<file path="config.mk">
export PLATFORM = sky130hd
export DESIGN_NAME = windowed_service_timer
export DESIGN_NICKNAME = d
export VERILOG_FILES = /design/src/wdt_pkg.sv /design/src/watchdog_tick_prescaler.sv /design/src/windowed_service_timer.sv
export SDC_FILE = /design/constraint.sdc
export NUM_CORES = 1
export LEC_CHECK = 0
export ABC_AREA = 1
export BUFFER_PORTS_ARGS = -buffer_cell sky130_fd_sc_hd__buf_2
export CORE_MARGIN = 1.5
export CORE_UTILIZATION = 55
export DETAILED_ROUTE_END_ITERATION = 16
export HOLD_SLACK_MARGIN = 0.12
export MAX_ROUTING_LAYER = met4
export PLACE_DENSITY = 0.74
export SYNTH_ARGS = -nofsm -noshare
export SYNTH_HDL_FRONTEND = slang
export SYNTH_SLANG_ARGS = --single-unit
</file>
<file path="constraint.sdc">
create_clock -name MCLK -period 2.9 [get_ports MCLK]
set_clock_uncertainty 0.1 [all_clocks]
set_input_delay 0.58 -clock MCLK [delete_from_list [all_inputs] [get_ports MCLK]]
set_output_delay 0.58 -clock MCLK [all_outputs]
set_load 0.05 [all_outputs]
</file>
<file path="src/wdt_pkg.sv">
package wdt_pkg;

  // ==========================================================
  // counter geometry and timing
  // ==========================================================
  localparam int COUNT_W = 24;
  localparam int PRESCALE = 4;
  localparam logic [1:0] PRESCALE_LAST = 2'(PRESCALE - 1);
  localparam logic [COUNT_W-1:0] TIMEOUT_MIN = 24'h0000FF;
  localparam logic [COUNT_W-1:0] TIMEOUT_RESET = 24'hFFFFFF;
  localparam logic [COUNT_W-1:0] WINDOW_RESET = 24'hFFFFFF;
  localparam logic [COUNT_W-1:0] WARN_RESET = 24'h000000;
  localparam logic [COUNT_W-1:0] COUNT_ZERO = 24'h000000;

  // ==========================================================
  // register map, byte addresses
  // ==========================================================
  localparam int ADDR_W = 8;
  localparam logic [ADDR_W-1:0] OFS_MODE = 8'h00;
  localparam logic [ADDR_W-1:0] OFS_TIMEOUT = 8'h04;
  localparam logic [ADDR_W-1:0] OFS_FEED = 8'h08;
  localparam logic [ADDR_W-1:0] OFS_COUNT = 8'h0C;
  localparam logic [ADDR_W-1:0] OFS_WARN = 8'h10;
  localparam logic [ADDR_W-1:0] OFS_WINDOW = 8'h14;
  localparam logic [ADDR_W-1:0] OFS_STATUS = 8'h18;
  localparam logic [ADDR_W-1:0] OFS_CLEAR = 8'h1C;
  localparam logic [ADDR_W-1:0] OFS_IRQ_EN = 8'h20;

  // mode register fields
  localparam int MODE_EN_BIT = 0;
  localparam int MODE_RST_BIT = 1;
  localparam logic MODE_RST_RESET = 1'b1;

  // feed sequence bytes
  localparam logic [7:0] FEED_FIRST = 8'hAA;
  localparam logic [7:0] FEED_SECOND = 8'h55;

  // ==========================================================
  // carriers
  // ==========================================================
  typedef struct packed {
    logic rd;
    logic wr;
    logic [ADDR_W-1:0] addr;
    logic [31:0] wdata;
    logic [3:0] be;
  } bus_req_t;

  // status, clear and enable share this layout, bit 4 first
  typedef struct packed {
    logic reset_flag;
    logic win_err;
    logic feed_err;
    logic warn;
    logic timeout;
  } events_t;

  typedef struct packed {
    logic waitreq;
    logic [31:0] rdata;
    logic enable;
    logic reset_en;
    logic [COUNT_W-1:0] timeout;
    logic [COUNT_W-1:0] window;
    logic [COUNT_W-1:0] warn;
    logic [COUNT_W-1:0] count;
    logic fed_half;
    events_t status;
    events_t irq_en;
    logic irq;
    logic chip_rst;
  } wdt_state_t;

  localparam wdt_state_t STATE_RESET = '{
    waitreq: 1'b1, rdata: 32'h00000000, enable: 1'b0, reset_en: MODE_RST_RESET,
    timeout: TIMEOUT_RESET, window: WINDOW_RESET, warn: WARN_RESET,
    count: TIMEOUT_RESET, fed_half: 1'b0, status: 5'h00, irq_en: 5'h00,
    irq: 1'b0, chip_rst: 1'b0};

  typedef struct packed {
    logic sync1;
    logic sync2;
    logic prev;
    logic [1:0] div;
    logic tick;
  } presc_state_t;

  // byte-enable merge of a write into a stored word
  function automatic logic [31:0] be_merge(input logic [31:0] old, input logic [31:0] nw, input logic [3:0] be);
    logic [31:0] r;
    r = old;
    for (int i = 0; i < 4; i++) begin
      if (be[i]) begin
        r[i*8 +: 8] = nw[i*8 +: 8];
      end
    end
    return r;
  endfunction

endpackage

</file>
<file path="src/watchdog_tick_prescaler.sv">
`timescale 1ns/1ps
// ==========================================================
// count-clock synchroniser and divide-by-four prescaler
// ==========================================================
module watchdog_tick_prescaler (
  input wire logic clk,
  input wire logic reset,
  input wire logic wd_clock_pin,
  output logic tick
);

  wdt_pkg::presc_state_t s;
  wdt_pkg::presc_state_t next_s;

  // two flops before edge detect; only sync2 is looked at
  always_comb begin
    next_s = s;
    next_s.sync1 = wd_clock_pin;
    next_s.sync2 = s.sync1;
    next_s.prev = s.sync2;
    next_s.tick = 1'b0;
    if (s.sync2 && !s.prev) begin
      next_s.div = s.div + 2'h1;
      if (s.div == wdt_pkg::PRESCALE_LAST) begin
        next_s.tick = 1'b1;
      end
    end
  end

  always_ff @(posedge clk) begin
    if (reset) begin
      s <= '0;
    end else begin
      s <= next_s;
    end
  end

  assign tick = s.tick;

endmodule

</file>
<file path="src/windowed_service_timer.sv">
`timescale 1ns/1ps
module windowed_service_timer (
  input wire logic MCLK,
  input wire logic RESET,
  input wire logic [wdt_pkg::ADDR_W-1:0] ADDRESS,
  input wire logic READ,
  input wire logic WRITE,
  input wire logic [31:0] WRITEDATA,
  input wire logic [3:0] BYTEENABLE,
  output logic [31:0] READDATA,
  output logic WAITREQUEST,
  input wire logic WATCHDOG_COUNT_CLOCK,
  output logic IRQ,
  output logic CHIP_RESET
);

  // ==========================================================
  // state and carriers
  // ==========================================================
  wdt_pkg::wdt_state_t s;
  wdt_pkg::wdt_state_t next_s;
  wdt_pkg::bus_req_t req;
  wdt_pkg::events_t set_ev;
  wdt_pkg::events_t clr_ev;
  logic tick;
  logic take;
  logic fault;
  logic [31:0] merged;
  logic [31:0] mode_word;
  logic [wdt_pkg::COUNT_W-1:0] load_val;

  // bus pins bundled once so the decoder reads one carrier
  assign req = '{rd: READ, wr: WRITE, addr: ADDRESS, wdata: WRITEDATA, be: BYTEENABLE};

  // ==========================================================
  // prescaled tick from the dedicated oscillator
  // ==========================================================
  // separate count clock
  watchdog_tick_prescaler u_prescaler (
    .clk(MCLK),
    .reset(RESET),
    .wd_clock_pin(WATCHDOG_COUNT_CLOCK),
    .tick(tick)
  );

  // mode word as software sees it
  always_comb begin
    mode_word = 32'h00000000;
    mode_word[wdt_pkg::MODE_EN_BIT] = s.enable;
    mode_word[wdt_pkg::MODE_RST_BIT] = s.reset_en;
  end

  // ==========================================================
  // next-state logic
  // ==========================================================
  always_comb begin
    next_s = s;
    set_ev = '0;
    clr_ev = '0;
    fault = 1'b0;
    merged = 32'h00000000;
    load_val = wdt_pkg::TIMEOUT_MIN;
    next_s.chip_rst = 1'b0;
    next_s.waitreq = 1'b1;

    // a request is taken only while waitrequest stands high,
    // so the answer cycle never retakes the same request
    take = (req.rd || req.wr) && s.waitreq;

    // --------------------------------------------------------
    // counting
    // --------------------------------------------------------
    if (s.enable && tick) begin
      if (s.count == wdt_pkg::COUNT_ZERO) begin
        set_ev.timeout = 1'b1;
      end else begin
        next_s.count = s.count - 24'h000001;
        if (next_s.count == s.warn) begin
          set_ev.warn = 1'b1;
        end
      end
    end

    // --------------------------------------------------------
    // bus slave
    // --------------------------------------------------------
    if (take) begin
      next_s.waitreq = 1'b0;
      next_s.rdata = 32'h00000000;
      // any write elsewhere breaks a half-done feed
      if (req.wr && req.addr != wdt_pkg::OFS_FEED && s.fed_half) begin
        next_s.fed_half = 1'b0;
        if (s.enable) begin
          set_ev.feed_err = 1'b1;
        end
      end
      unique case (req.addr)
        wdt_pkg::OFS_MODE: begin
          next_s.rdata = mode_word;
          if (req.wr) begin
            merged = wdt_pkg::be_merge(mode_word, req.wdata, req.be);
            if (merged[wdt_pkg::MODE_EN_BIT] && !s.enable) begin
              next_s.enable = 1'b1;
              next_s.count = s.timeout;
            end
            // action is frozen while running
            if (!s.enable) begin
              next_s.reset_en = merged[wdt_pkg::MODE_RST_BIT];
            end
          end
        end
        wdt_pkg::OFS_TIMEOUT: begin
          next_s.rdata = {8'h00, s.timeout};
          if (req.wr) begin
            merged = wdt_pkg::be_merge({8'h00, s.timeout}, req.wdata, req.be);
            load_val = merged[wdt_pkg::COUNT_W-1:0];
            if (load_val < wdt_pkg::TIMEOUT_MIN) begin
              load_val = wdt_pkg::TIMEOUT_MIN;
            end
            next_s.timeout = load_val;
          end
        end
        wdt_pkg::OFS_FEED: begin
          // write-only: reads as zero
          if (req.wr && req.be[0]) begin
            if (req.wdata[7:0] == wdt_pkg::FEED_FIRST) begin
              next_s.fed_half = 1'b1;
            end else if (req.wdata[7:0] == wdt_pkg::FEED_SECOND && s.fed_half) begin
              next_s.fed_half = 1'b0;
              if (s.enable && s.count > s.window) begin
                set_ev.win_err = 1'b1;
              end else begin
                next_s.count = s.timeout;
              end
            end else begin
              next_s.fed_half = 1'b0;
              if (s.enable) begin
                set_ev.feed_err = 1'b1;
              end
            end
          end
        end
        wdt_pkg::OFS_COUNT: begin
          next_s.rdata = {8'h00, s.count};
        end
        wdt_pkg::OFS_WARN: begin
          next_s.rdata = {8'h00, s.warn};
          if (req.wr) begin
            merged = wdt_pkg::be_merge({8'h00, s.warn}, req.wdata, req.be);
            next_s.warn = merged[wdt_pkg::COUNT_W-1:0];
          end
        end
        wdt_pkg::OFS_WINDOW: begin
          next_s.rdata = {8'h00, s.window};
          if (req.wr) begin
            merged = wdt_pkg::be_merge({8'h00, s.window}, req.wdata, req.be);
            next_s.window = merged[wdt_pkg::COUNT_W-1:0];
          end
        end
        wdt_pkg::OFS_STATUS: begin
          next_s.rdata = {27'h0000000, s.status};
        end
        wdt_pkg::OFS_CLEAR: begin
          // write-one-to-clear, low byte only
          if (req.wr && req.be[0]) begin
            clr_ev = req.wdata[4:0];
          end
        end
        wdt_pkg::OFS_IRQ_EN: begin
          next_s.rdata = {27'h0000000, s.irq_en};
          if (req.wr && req.be[0]) begin
            next_s.irq_en = req.wdata[4:0];
          end
        end
        default: begin
          // unmapped: reads zero, writes dropped, still answered
          next_s.rdata = 32'h00000000;
        end
      endcase
    end

    // --------------------------------------------------------
    // fault action
    // --------------------------------------------------------
    fault = set_ev.timeout || set_ev.feed_err || set_ev.win_err;
    if (fault) begin
      next_s.enable = 1'b0;
      next_s.fed_half = 1'b0;
      next_s.count = s.timeout;
      if (s.reset_en) begin
        next_s.chip_rst = 1'b1;
        set_ev.reset_flag = 1'b1;
      end
    end

    // --------------------------------------------------------
    // sticky status and interrupt line
    // --------------------------------------------------------
    // a set in the clearing cycle wins, so no event is lost
    next_s.status = (s.status & ~clr_ev) | set_ev;
    next_s.irq = |(next_s.status & next_s.irq_en);
  end

  // ==========================================================
  // state register
  // ==========================================================
  // reset_flag also falls here: CHIP_RESET must not be routed
  // back into RESET, or the flag is lost before software reads it
  always_ff @(posedge MCLK) begin
    if (RESET) begin
      s <= wdt_pkg::STATE_RESET;
    end else begin
      s <= next_s;
    end
  end

  // ==========================================================
  // outputs, all straight from the state register
  // ==========================================================
  assign READDATA = s.rdata;
  assign WAITREQUEST = s.waitreq;
  assign IRQ = s.irq;
  assign CHIP_RESET = s.chip_rst;

endmodule

</file>
==> impl_metrics.toml, run 1 <==
[yosys]
synthDistinctLibCells = 43
ys.warnings.count = 0
muxShareOfSynthArea_pct = 0
yosysSeqAreaShare_pct = 29.7
synth_top_family_by_area = "simple AND/OR/NAND/NOR gates"
netlist_instances = 1513
avgSynthCellArea_um2 = 6.33
synth_compound_area_share_pct = 20.6
synth-simple-area-share_pct = 29.1
synth_top_area_share_pct = 29.7
syn_area_um2 = 9570
synth-xor-area-share_pct = 3.27
synth_top_cell_by_area = "dfxtp_1"
synth_fa_ha_area_share_pct = 3.53
ys_ff_latch = 142
synth_area_leaders = "dfxtp_1, nand2_1, inv_1"

[cells_and_area]
num-nets-final = 1618
drive_gt1_share_pct = 11.5
area_delta_synth_final_pct = 10.2
diodes = 0
fillers = 1691
final_common_cell = "nand2_1"
mostFrequentLayoutCells = "nand2_1, inv_1, dfxtp_1"

[pwr]
peakVddDrop_mv = 0.430
power_density_nw_per_um2 = 422
finalPower_uw = 4450
p_leak_uw = 0.00537

[worst_setup_path]
r2r_cells = 13
startpoint_type = "flop"
critPathMaxFanout = 12
crit_top_cell = "nand2_1"
worstPathCellList = "ha_1 > nand2_1 > nor2_1 > nand2_1 > nor2_1 > nand2_1 > nand3_1 > nand3_1 > nand2_2 > buf_4 > a21oi_1 > nand2_1 > nand2_1"
worstPathRequired_ns = 3.13
crit_slowest_cell = "dfxtp_1"
cpPeakStageDelay_ns = 0.39
cp_num_buf_inv = 1
path_class = "flop to flop"
critical_path_cell_count = 13
end_kind = "flop"
worst_path_dominant_cell_family = "simple AND/OR/NAND/NOR gates"
arrival_ns = 2.89

[worst_hold_path]
hold_depth = 3
hold_class = "input pin to flop"

[cts]
clockBufferDepth = 2
cts_tree = "done"
clk_latency_ns = 0.44
cts_setup_buffers = 0
cts.clk_slew.worst_paths_ns = 0.07
clock-sinks = 142
cts.htree.levels = 4
cts.repair.resized = 0
hold_buffers = 0
cts_buffers = 17
cts_root_buf = "clkbuf_16"

[route]
wl_met3_um = 2720
vias = 10200
vias_per_cell = 5.74
top_layer = "met4"
first_pass_iters = 8
wl_um = 30800
wl_per_cell_um = 17.3
first_iter_violations = 1124
drc = 0
wl_met1_um = 12900
final_antenna_net_count = 0
wl_met2_um = 13700

[sta]
setup_viol = 0
rsz0062_at_grt = "false"
slew_violations = 0
fin_crit_ns = 2.66
tns_ns = 0
hold_viol = 0
timing.slew.headroom_pct = 58.3
tightest_slew_ns = 0.620
hold_slack_ns = 0.251
finalCritPeriodShare_pct = 91.7
clock.fmax_mhz = 376

[placement]
dp_hpwl_um = 21700
place.gp.congestion = 0.983
numPortBuffers = 66

[global_routing]
track_usage_pct = 35.6
grt_overflow = 0
grt_start_max_net_pins = 52
antenna_found_initial = 0
grt_pass1_vias = 9136
grt_pass1_wl_um = 48500

[die]
ioPinCount = 84
die_h_um = 135
rows = 48
die_width_um = 135
start_util_pct = 55.7
dieArea_um2 = 18200
core_um2 = 17200

[run_status]
outcome = "completed"

[run]
cap_viol_max_count = 0
power breakdown:
group	switching (µW)	internal [µW]	total (µW)	leakage (µW)
sequential	7.50	1960	1970	0.00115
clock	971	1190	2160	0.000280
combinational	239	80.4	320	0.00394
metal layers:
layer,GRT usage (%),up-vias
li1,-,4984
met1,44.8,4617
met2,54.4,504
met3,6.49,109
met4,18.7,0
met5,-,-
path summary, 6_finish.rpt:
kind	endpoint	slack, ns	from
setup / recovery	s[13]	0.24	s[27]
hold reg to reg	u_prescaler.next_s[3]	0.30	u_prescaler.next_s[4]
setup reg to reg	s[13]	0.24	s[27]
hold / removal	u_prescaler.next_s[4]	0.25	WATCHDOG_COUNT_CLOCK
worst min-delay path, cell delays in order:
cell,delay (ns)
buf_2,0.08
inv_1,0.03
nor2_1,0.06
kinds of logic after synthesis:
kind of cell,count (synthesis)
xor+xnor,27
buf+inv,294
simple gates,677
other cells,1
compound gates,345
fa+ha+maj,27
flops,142
flip-flops by register name, indices dropped and copies added (netlist names):
name,flops
mode_word,2
u_prescaler.s,3
IRQ,1
WAITREQUEST,1
READDATA,24
CHIP_RESET,1
s,107
u_prescaler.tick,1
u_prescaler.next_s,2
area by class of cell:
class                      count  area, µm²  area share, %
inverter                     186        703           6.66
multi-input combinational   1084       5450           51.7
sequential                   142       2840           26.9
clock buffer                  17        425           4.03
tap                          225        282           2.67
clock inverter                15        139           1.32
timing repair buffer         111        706           6.69
synthesized netlist by cell type, drive strengths merged:
cell type	count
nand2	469
inv	186
dfxtp	142
o21ai	123
a21oi	112
nor2	88
nand3	85
buf	64
o211ai	52
clkbuf	44
o22ai	42
ha	27
xor2	22
nor3	13
nand4	12
xnor3	5
nor4	4
a211oi	3
o2111ai	3
o31ai	3
or2	3
a21o	2
nand3b	2
o21a	2
o221ai	2
a22oi	1
and3	1
conb	1
metrics by stage:
stage | worst slack [ns] | cell area (µm²) | utilization, % | instances
3_3_place_gp | 0.269 | 9980 | 58.1 | 1748
3_5_place_dp | 0.185 | 9980 | 58.1 | 1748
5_1_grt | 0.0243 | 10600 | 61.4 | 1780
6_report | 0.239 | 10600 | 61.4 | 1780
2_1_floorplan | 0.810 | 9600 | - | 1520
4_1_cts | 0.277 | 10500 | 61.4 | 1780
Note: power is estimated with default switching activity, not from simulation.
==> inputs of run 2 (changes only) <==
- clock period: 2.9 -> 2.5 ns (I/O delays scaled with it)
==> run 2 against run 1 <==
Global-route usage increased by 0.39 points. Critical path type unchanged. Combinational power increased by 23%. Clock power increased by 17%. Largest cell class unchanged. Maximum frequency increased by 11%. Power increased by 17%. Sequential power increased by 16%. Worst hold slack got worse by 0.071 ns. Utilization increased by 2.7 points. First-iteration DRC count increased by 20%. Sequential share of layout area decreased by 1.1 points.
==> impl_metrics.toml, run 2 (synthesis results as in run 1) <==
[die]
die_h_um = 135
die_width_um = 135
core_um2 = 17200
rows = 48
start_util_pct = 55.7
ioPinCount = 84
dieArea_um2 = 18200

[global_routing]
grt_pass1_wl_um = 49400
grt_pass1_vias = 9546
grt_overflow = 0
antenna_found_initial = 0
track_usage_pct = 35.9
grt_start_max_net_pins = 49

[route]
final_antenna_net_count = 0
wl_met2_um = 14200
vias_per_cell = 5.76
vias = 10500
wl_met1_um = 13300
wl_um = 31600
wl_met3_um = 2810
top_layer = "met4"
drc = 0
wl_per_cell_um = 17.4
first_iter_violations = 1345
first_pass_iters = 6

[pwr]
finalPower_uw = 5190
pwr-share-clk_pct = 48.5
power_frac_seq_pct = 43.9
p_leak_uw = 0.00559
peakVddDrop_mv = 0.512
power_density_nw_per_um2 = 472
intPower_uw = 3790
combinationalPowerShare_pct = 7.6
netSwitchingPower_uw = 1400
switching_share_pct = 27.0

[worst_setup_path]
arrival_ns = 2.67
path_class = "flop to flop"
worstPathRequired_ns = 2.77
critPathMaxFanout = 8
end_kind = "flop"
startpoint_type = "flop"

[cells_and_area]
area_delta_synth_final_pct = 15.0
final_common_cell = "nand2_1"
diodes = 0
drive_gt1_share_pct = 15.2
num-nets-final = 1658
largest-register = "s"
mostFrequentLayoutCells = "nand2_1, inv_1, dfxtp_1"
fillers = 1627
largest_reg_flops = 107

[cts]
cts_root_buf = "clkbuf_16"
cts_buffers = 17
clockBufferDepth = 2
cts.htree.levels = 4
clock-sinks = 142
cts.clk_slew.worst_paths_ns = 0.06
clk_latency_ns = 0.43
cts_tree = "done"

[sta]
hold_viol = 0
finalCritPeriodShare_pct = 96.2
timing.slew.headroom_pct = 61.0
fin_crit_ns = 2.40
hold_slack_ns = 0.180
slew_violations = 0
tightest_slew_ns = 0.585
clock.fmax_mhz = 416
setup_viol = 0

[placement]
place.gp.congestion = 0.964
dp_hpwl_um = 22700
numPortBuffers = 66

[run_status]
outcome = "completed"

[run]
cap_viol_max_count = 0

[worst_hold_path]
hold_class = "input pin to flop"
-- run 2: metal layers --
| layer | vias to the layer above | track usage, % |
|---|---|---|
| met3 | 105 | 6.57 |
| met2 | 570 | 56.3 |
| met5 | - | - |
| met4 | 0 | 16.5 |
| met1 | 4758 | 45.1 |
| li1 | 5051 | - |
-- run 2: per-stage QoR --
| step | instance area, µm² | std cells | utilization (%) | setup slack, ns | TNS [ns] |
|---|---|---|---|---|---|
| 2_1_floorplan | 9600 | 1520 | - | 0.428 | 0 |
| 3_3_place_gp | 10300 | 1786 | 60.1 | 0.0452 | 0 |
| 3_5_place_dp | 10300 | 1786 | 60.1 | 0.0182 | 0 |
| 4_1_cts | 10900 | 1818 | 63.4 | 0.000959 | 0 |
| 5_1_grt | 11000 | 1820 | 64.1 | -0.0283 | -0.122 |
| 6_report | 11000 | 1820 | 64.1 | 0.0962 | 0 |
-- run 2: final timing paths --
kind,start,endpoint,slack (ns),cells past startpoint
worst max register to register,s[76],s[20],0.1,18
worst min register to register,u_prescaler.next_s[4],u_prescaler.next_s[3],0.32,2
worst max-delay path,s[76],s[20],0.1,18
worst min-delay path,WATCHDOG_COUNT_CLOCK,u_prescaler.next_s[4],0.18,3
-- run 2: worst max-delay path: stages (launching register included) --
cell	delay (ns)
dfxtp_1	0.30
inv_1	0.06
ha_1	0.31
nand2_2	0.13
a21oi_1	0.06
nor2_1	0.21
nand2_1	0.11
nand2_1	0.09
nand3_2	0.14
nand2_4	0.14
nand2_2	0.08
buf_4	0.19
nand2_1	0.06
nand3_1	0.06
nand2_1	0.08
nand2_1	0.05
nand2_1	0.07
nand2_1	0.05
nand2_1	0.05
-- run 2: what timing repair did --
action / CTS / global route
hold buffers: 0 / 0
gates resized for setup: 1 / 28
endpoints found under the setup margin: 17 / 26
pin swaps: 0 / 7
setup buffers: 0 / 2
-- run 2: power groups by stage --
stage,logic [µW],registers (µW),clock network [µW]
2_1_floorplan,237,2330,0
3_3_place_gp,375,2330,0
3_5_place_dp,378,2330,0
4_1_cts,381,2280,2530
5_1_grt,422,2280,2640
6_report,394,2280,2520
-- run 2: layout make-up --
class	count	area (µm²)	area share (%)
timing repair buffer	151	1060	9.63
clock buffer	18	439	3.99
tap	225	282	2.56
inverter	186	701	6.37
multi-input combinational	1084	5550	50.4
clock inverter	14	135	1.23
sequential	142	2840	25.8
==> inputs of run 3 (changes only) <==
==> constraint.sdc (replaced) <==
create_clock -name MCLK -period 2.5 [get_ports MCLK]
set_clock_uncertainty 0.1 [all_clocks]
set_input_delay 0.625 -clock MCLK [delete_from_list [all_inputs] [get_ports MCLK]]
set_output_delay 0.625 -clock MCLK [all_outputs]
set_load 0.05 [all_outputs]
==> run 3 against run 2 <==
First-iteration DRC count increased by 2.8%. Cell count increased by 0.38%. Flip-flop and latch count unchanged. Critical endpoint is now IRQ. Utilization increased by 1.2 points.
==> impl_metrics.toml, run 3 (synthesis results as in run 1) <==
[route]
vias_per_cell = 5.77
drc = 0
first_pass_iters = 10
wl_per_cell_um = 17.7
final_antenna_net_count = 0
vias = 10500
first_iter_violations = 1382
wl_um = 32300

[pwr]
finalPower_uw = 5600
netSwitchingPower_uw = 1400
power_frac_seq_pct = 40.7
switching_share_pct = 25.0
p_leak_uw = 0.00569
intPower_uw = 4200
power_density_nw_per_um2 = 499
pwr-share-clk_pct = 51.9
peakVddDrop_mv = 0.498
combinationalPowerShare_pct = 7.4

[die]
dieArea_um2 = 18200
ioPinCount = 84
core_um2 = 17200
die_width_um = 135
die_h_um = 135
rows = 48
start_util_pct = 55.7

[cts]
clk_latency_ns = 0.44
cts_root_buf = "clkbuf_16"
cts_buffers = 17
clock-sinks = 142
clockBufferDepth = 2
cts.htree.levels = 4
cts.clk_slew.worst_paths_ns = 0.06
cts_tree = "done"

[cells_and_area]
final_common_cell = "nand2_1"
num-nets-final = 1665
fillers = 1613
fin_util_pct = 65.3
area_delta_synth_final_pct = 17.2
instances_no_fill = 1827
largest-register = "s"
drive_gt1_share_pct = 16.0
mostFrequentLayoutCells = "nand2_1, inv_1, dfxtp_1"
largest_reg_flops = 107
diodes = 0

[sta]
hold_viol = 0
clock.fmax_mhz = 418
setup_viol = 0
fin_crit_ns = 2.39
hold_slack_ns = 0.297
timing.slew.headroom_pct = 62.0
slew_violations = 0
rsz0062_at_grt = "true"
finalCritPeriodShare_pct = 95.7
tns_ns = 0
tightest_slew_ns = 0.564

[global_routing]
grt_start_max_net_pins = 65
track_usage_pct = 36.8
grt_pass1_vias = 9554
antenna_found_initial = 0
grt_overflow = 0
grt_pass1_wl_um = 50200

[placement]
place.gp.congestion = 1.02
place_inst = 1793
numPortBuffers = 66
dp_hpwl_um = 22400

[worst_setup_path]
worstPathRequired_ns = 2.78
critPathMaxFanout = 4
arrival_ns = 2.68
startpoint_type = "flop"
path_class = "flop to flop"
end_kind = "flop"

[run]
cap_viol_max_count = 0

[run_status]
outcome = "completed"

[worst_hold_path]
hold_class = "input pin to flop"
==> run 3: changes by cell type in the layout (fill, tap and decap cells not counted), moves of 2 or more <==
cell / change
bufinv_16: +4
buf_4: +5
clkinv_4: -4
dfxtp_1: -5
clkbuf_1: +2
nor2_4: +3
a21oi_1: -2
nor2_2: -3
dfxtp_2: +5
nand2_1: -2
a21oi_2: +2
==> run 3: cell type report <==
cell class                 count  area (µm²)  area share (%)
tap                          225         282            2.51
clock buffer                  20         447            3.98
clock inverter                12         205            1.83
multi-input combinational   1084        5590            49.8
timing repair buffer         158        1140            10.2
sequential                   142        2850            25.4
inverter                     186         703            6.27
==> run 3: routing by layer <==
layer	track usage, %	routed length [µm]
met4	21.6	1740
met1	46.4	13200
met3	6.94	3220
met5	-	0
met2	54.9	14200
==> run 3: critical path, stage by stage, from the launching register on <==
cell     delay [ns]
dfxtp_1        0.44
inv_1          0.09
ha_1           0.22
nand2_2        0.15
nor2_2         0.07
buf_4          0.16
nand2_1        0.05
nand2_1        0.06
nand2_1        0.08
nand2_1        0.05
nand2_1        0.05
nand2_1        0.05
nor2_1         0.23
nand2_1        0.08
nor2_1         0.13
nand3_2        0.14
nand2_1        0.09
nand2_1        0.05
nand2_1        0.05
==> run 3: power by group through the flow <==
stage | combinational (µW) | clock [µW] | sequential (µW)
floorplan | 237 | 0 | 2330
global placement | 385 | 0 | 2330
detailed placement | 389 | 0 | 2330
CTS | 393 | 2890 | 2280
global route | 443 | 3000 | 2280
finish | 413 | 2900 | 2280
==> run 3: per-stage QoR <==
stage / area (µm²) / setup slack, ns
after floorplan: 9600 / 0.365
after CTS: 11100 / 0.0236
after global routing: 11200 / -0.00403
final: 11200 / 0.107
after global placement: 10400 / 0.0189
after detailed placement: 10400 / -0.0106
==> run 3: final timing paths <==
path                                            start                    end  slack, ns  cells past startpoint
worst min-delay path             WATCHDOG_COUNT_CLOCK  u_prescaler.next_s[4]       0.30                      3
worst max register to register                  s[14]                    IRQ       0.11                     18
worst min register to register  u_prescaler.next_s[4]  u_prescaler.next_s[3]       0.31                      2
worst max-delay path                            s[14]                    IRQ       0.11                     18
==> run 3: what timing repair did <==
| action | in CTS | in global routing |
|---|---|---|
| hold buffers | 0 | 0 |
| pin swaps | 0 | 4 |
| buffers inserted | 0 | 1 |
| endpoints found under the setup margin | 22 | 28 |
| gates cloned | 0 | 1 |
| resized for setup | 4 | 40 |
| endpoints found under the hold margin | 0 | 0 |
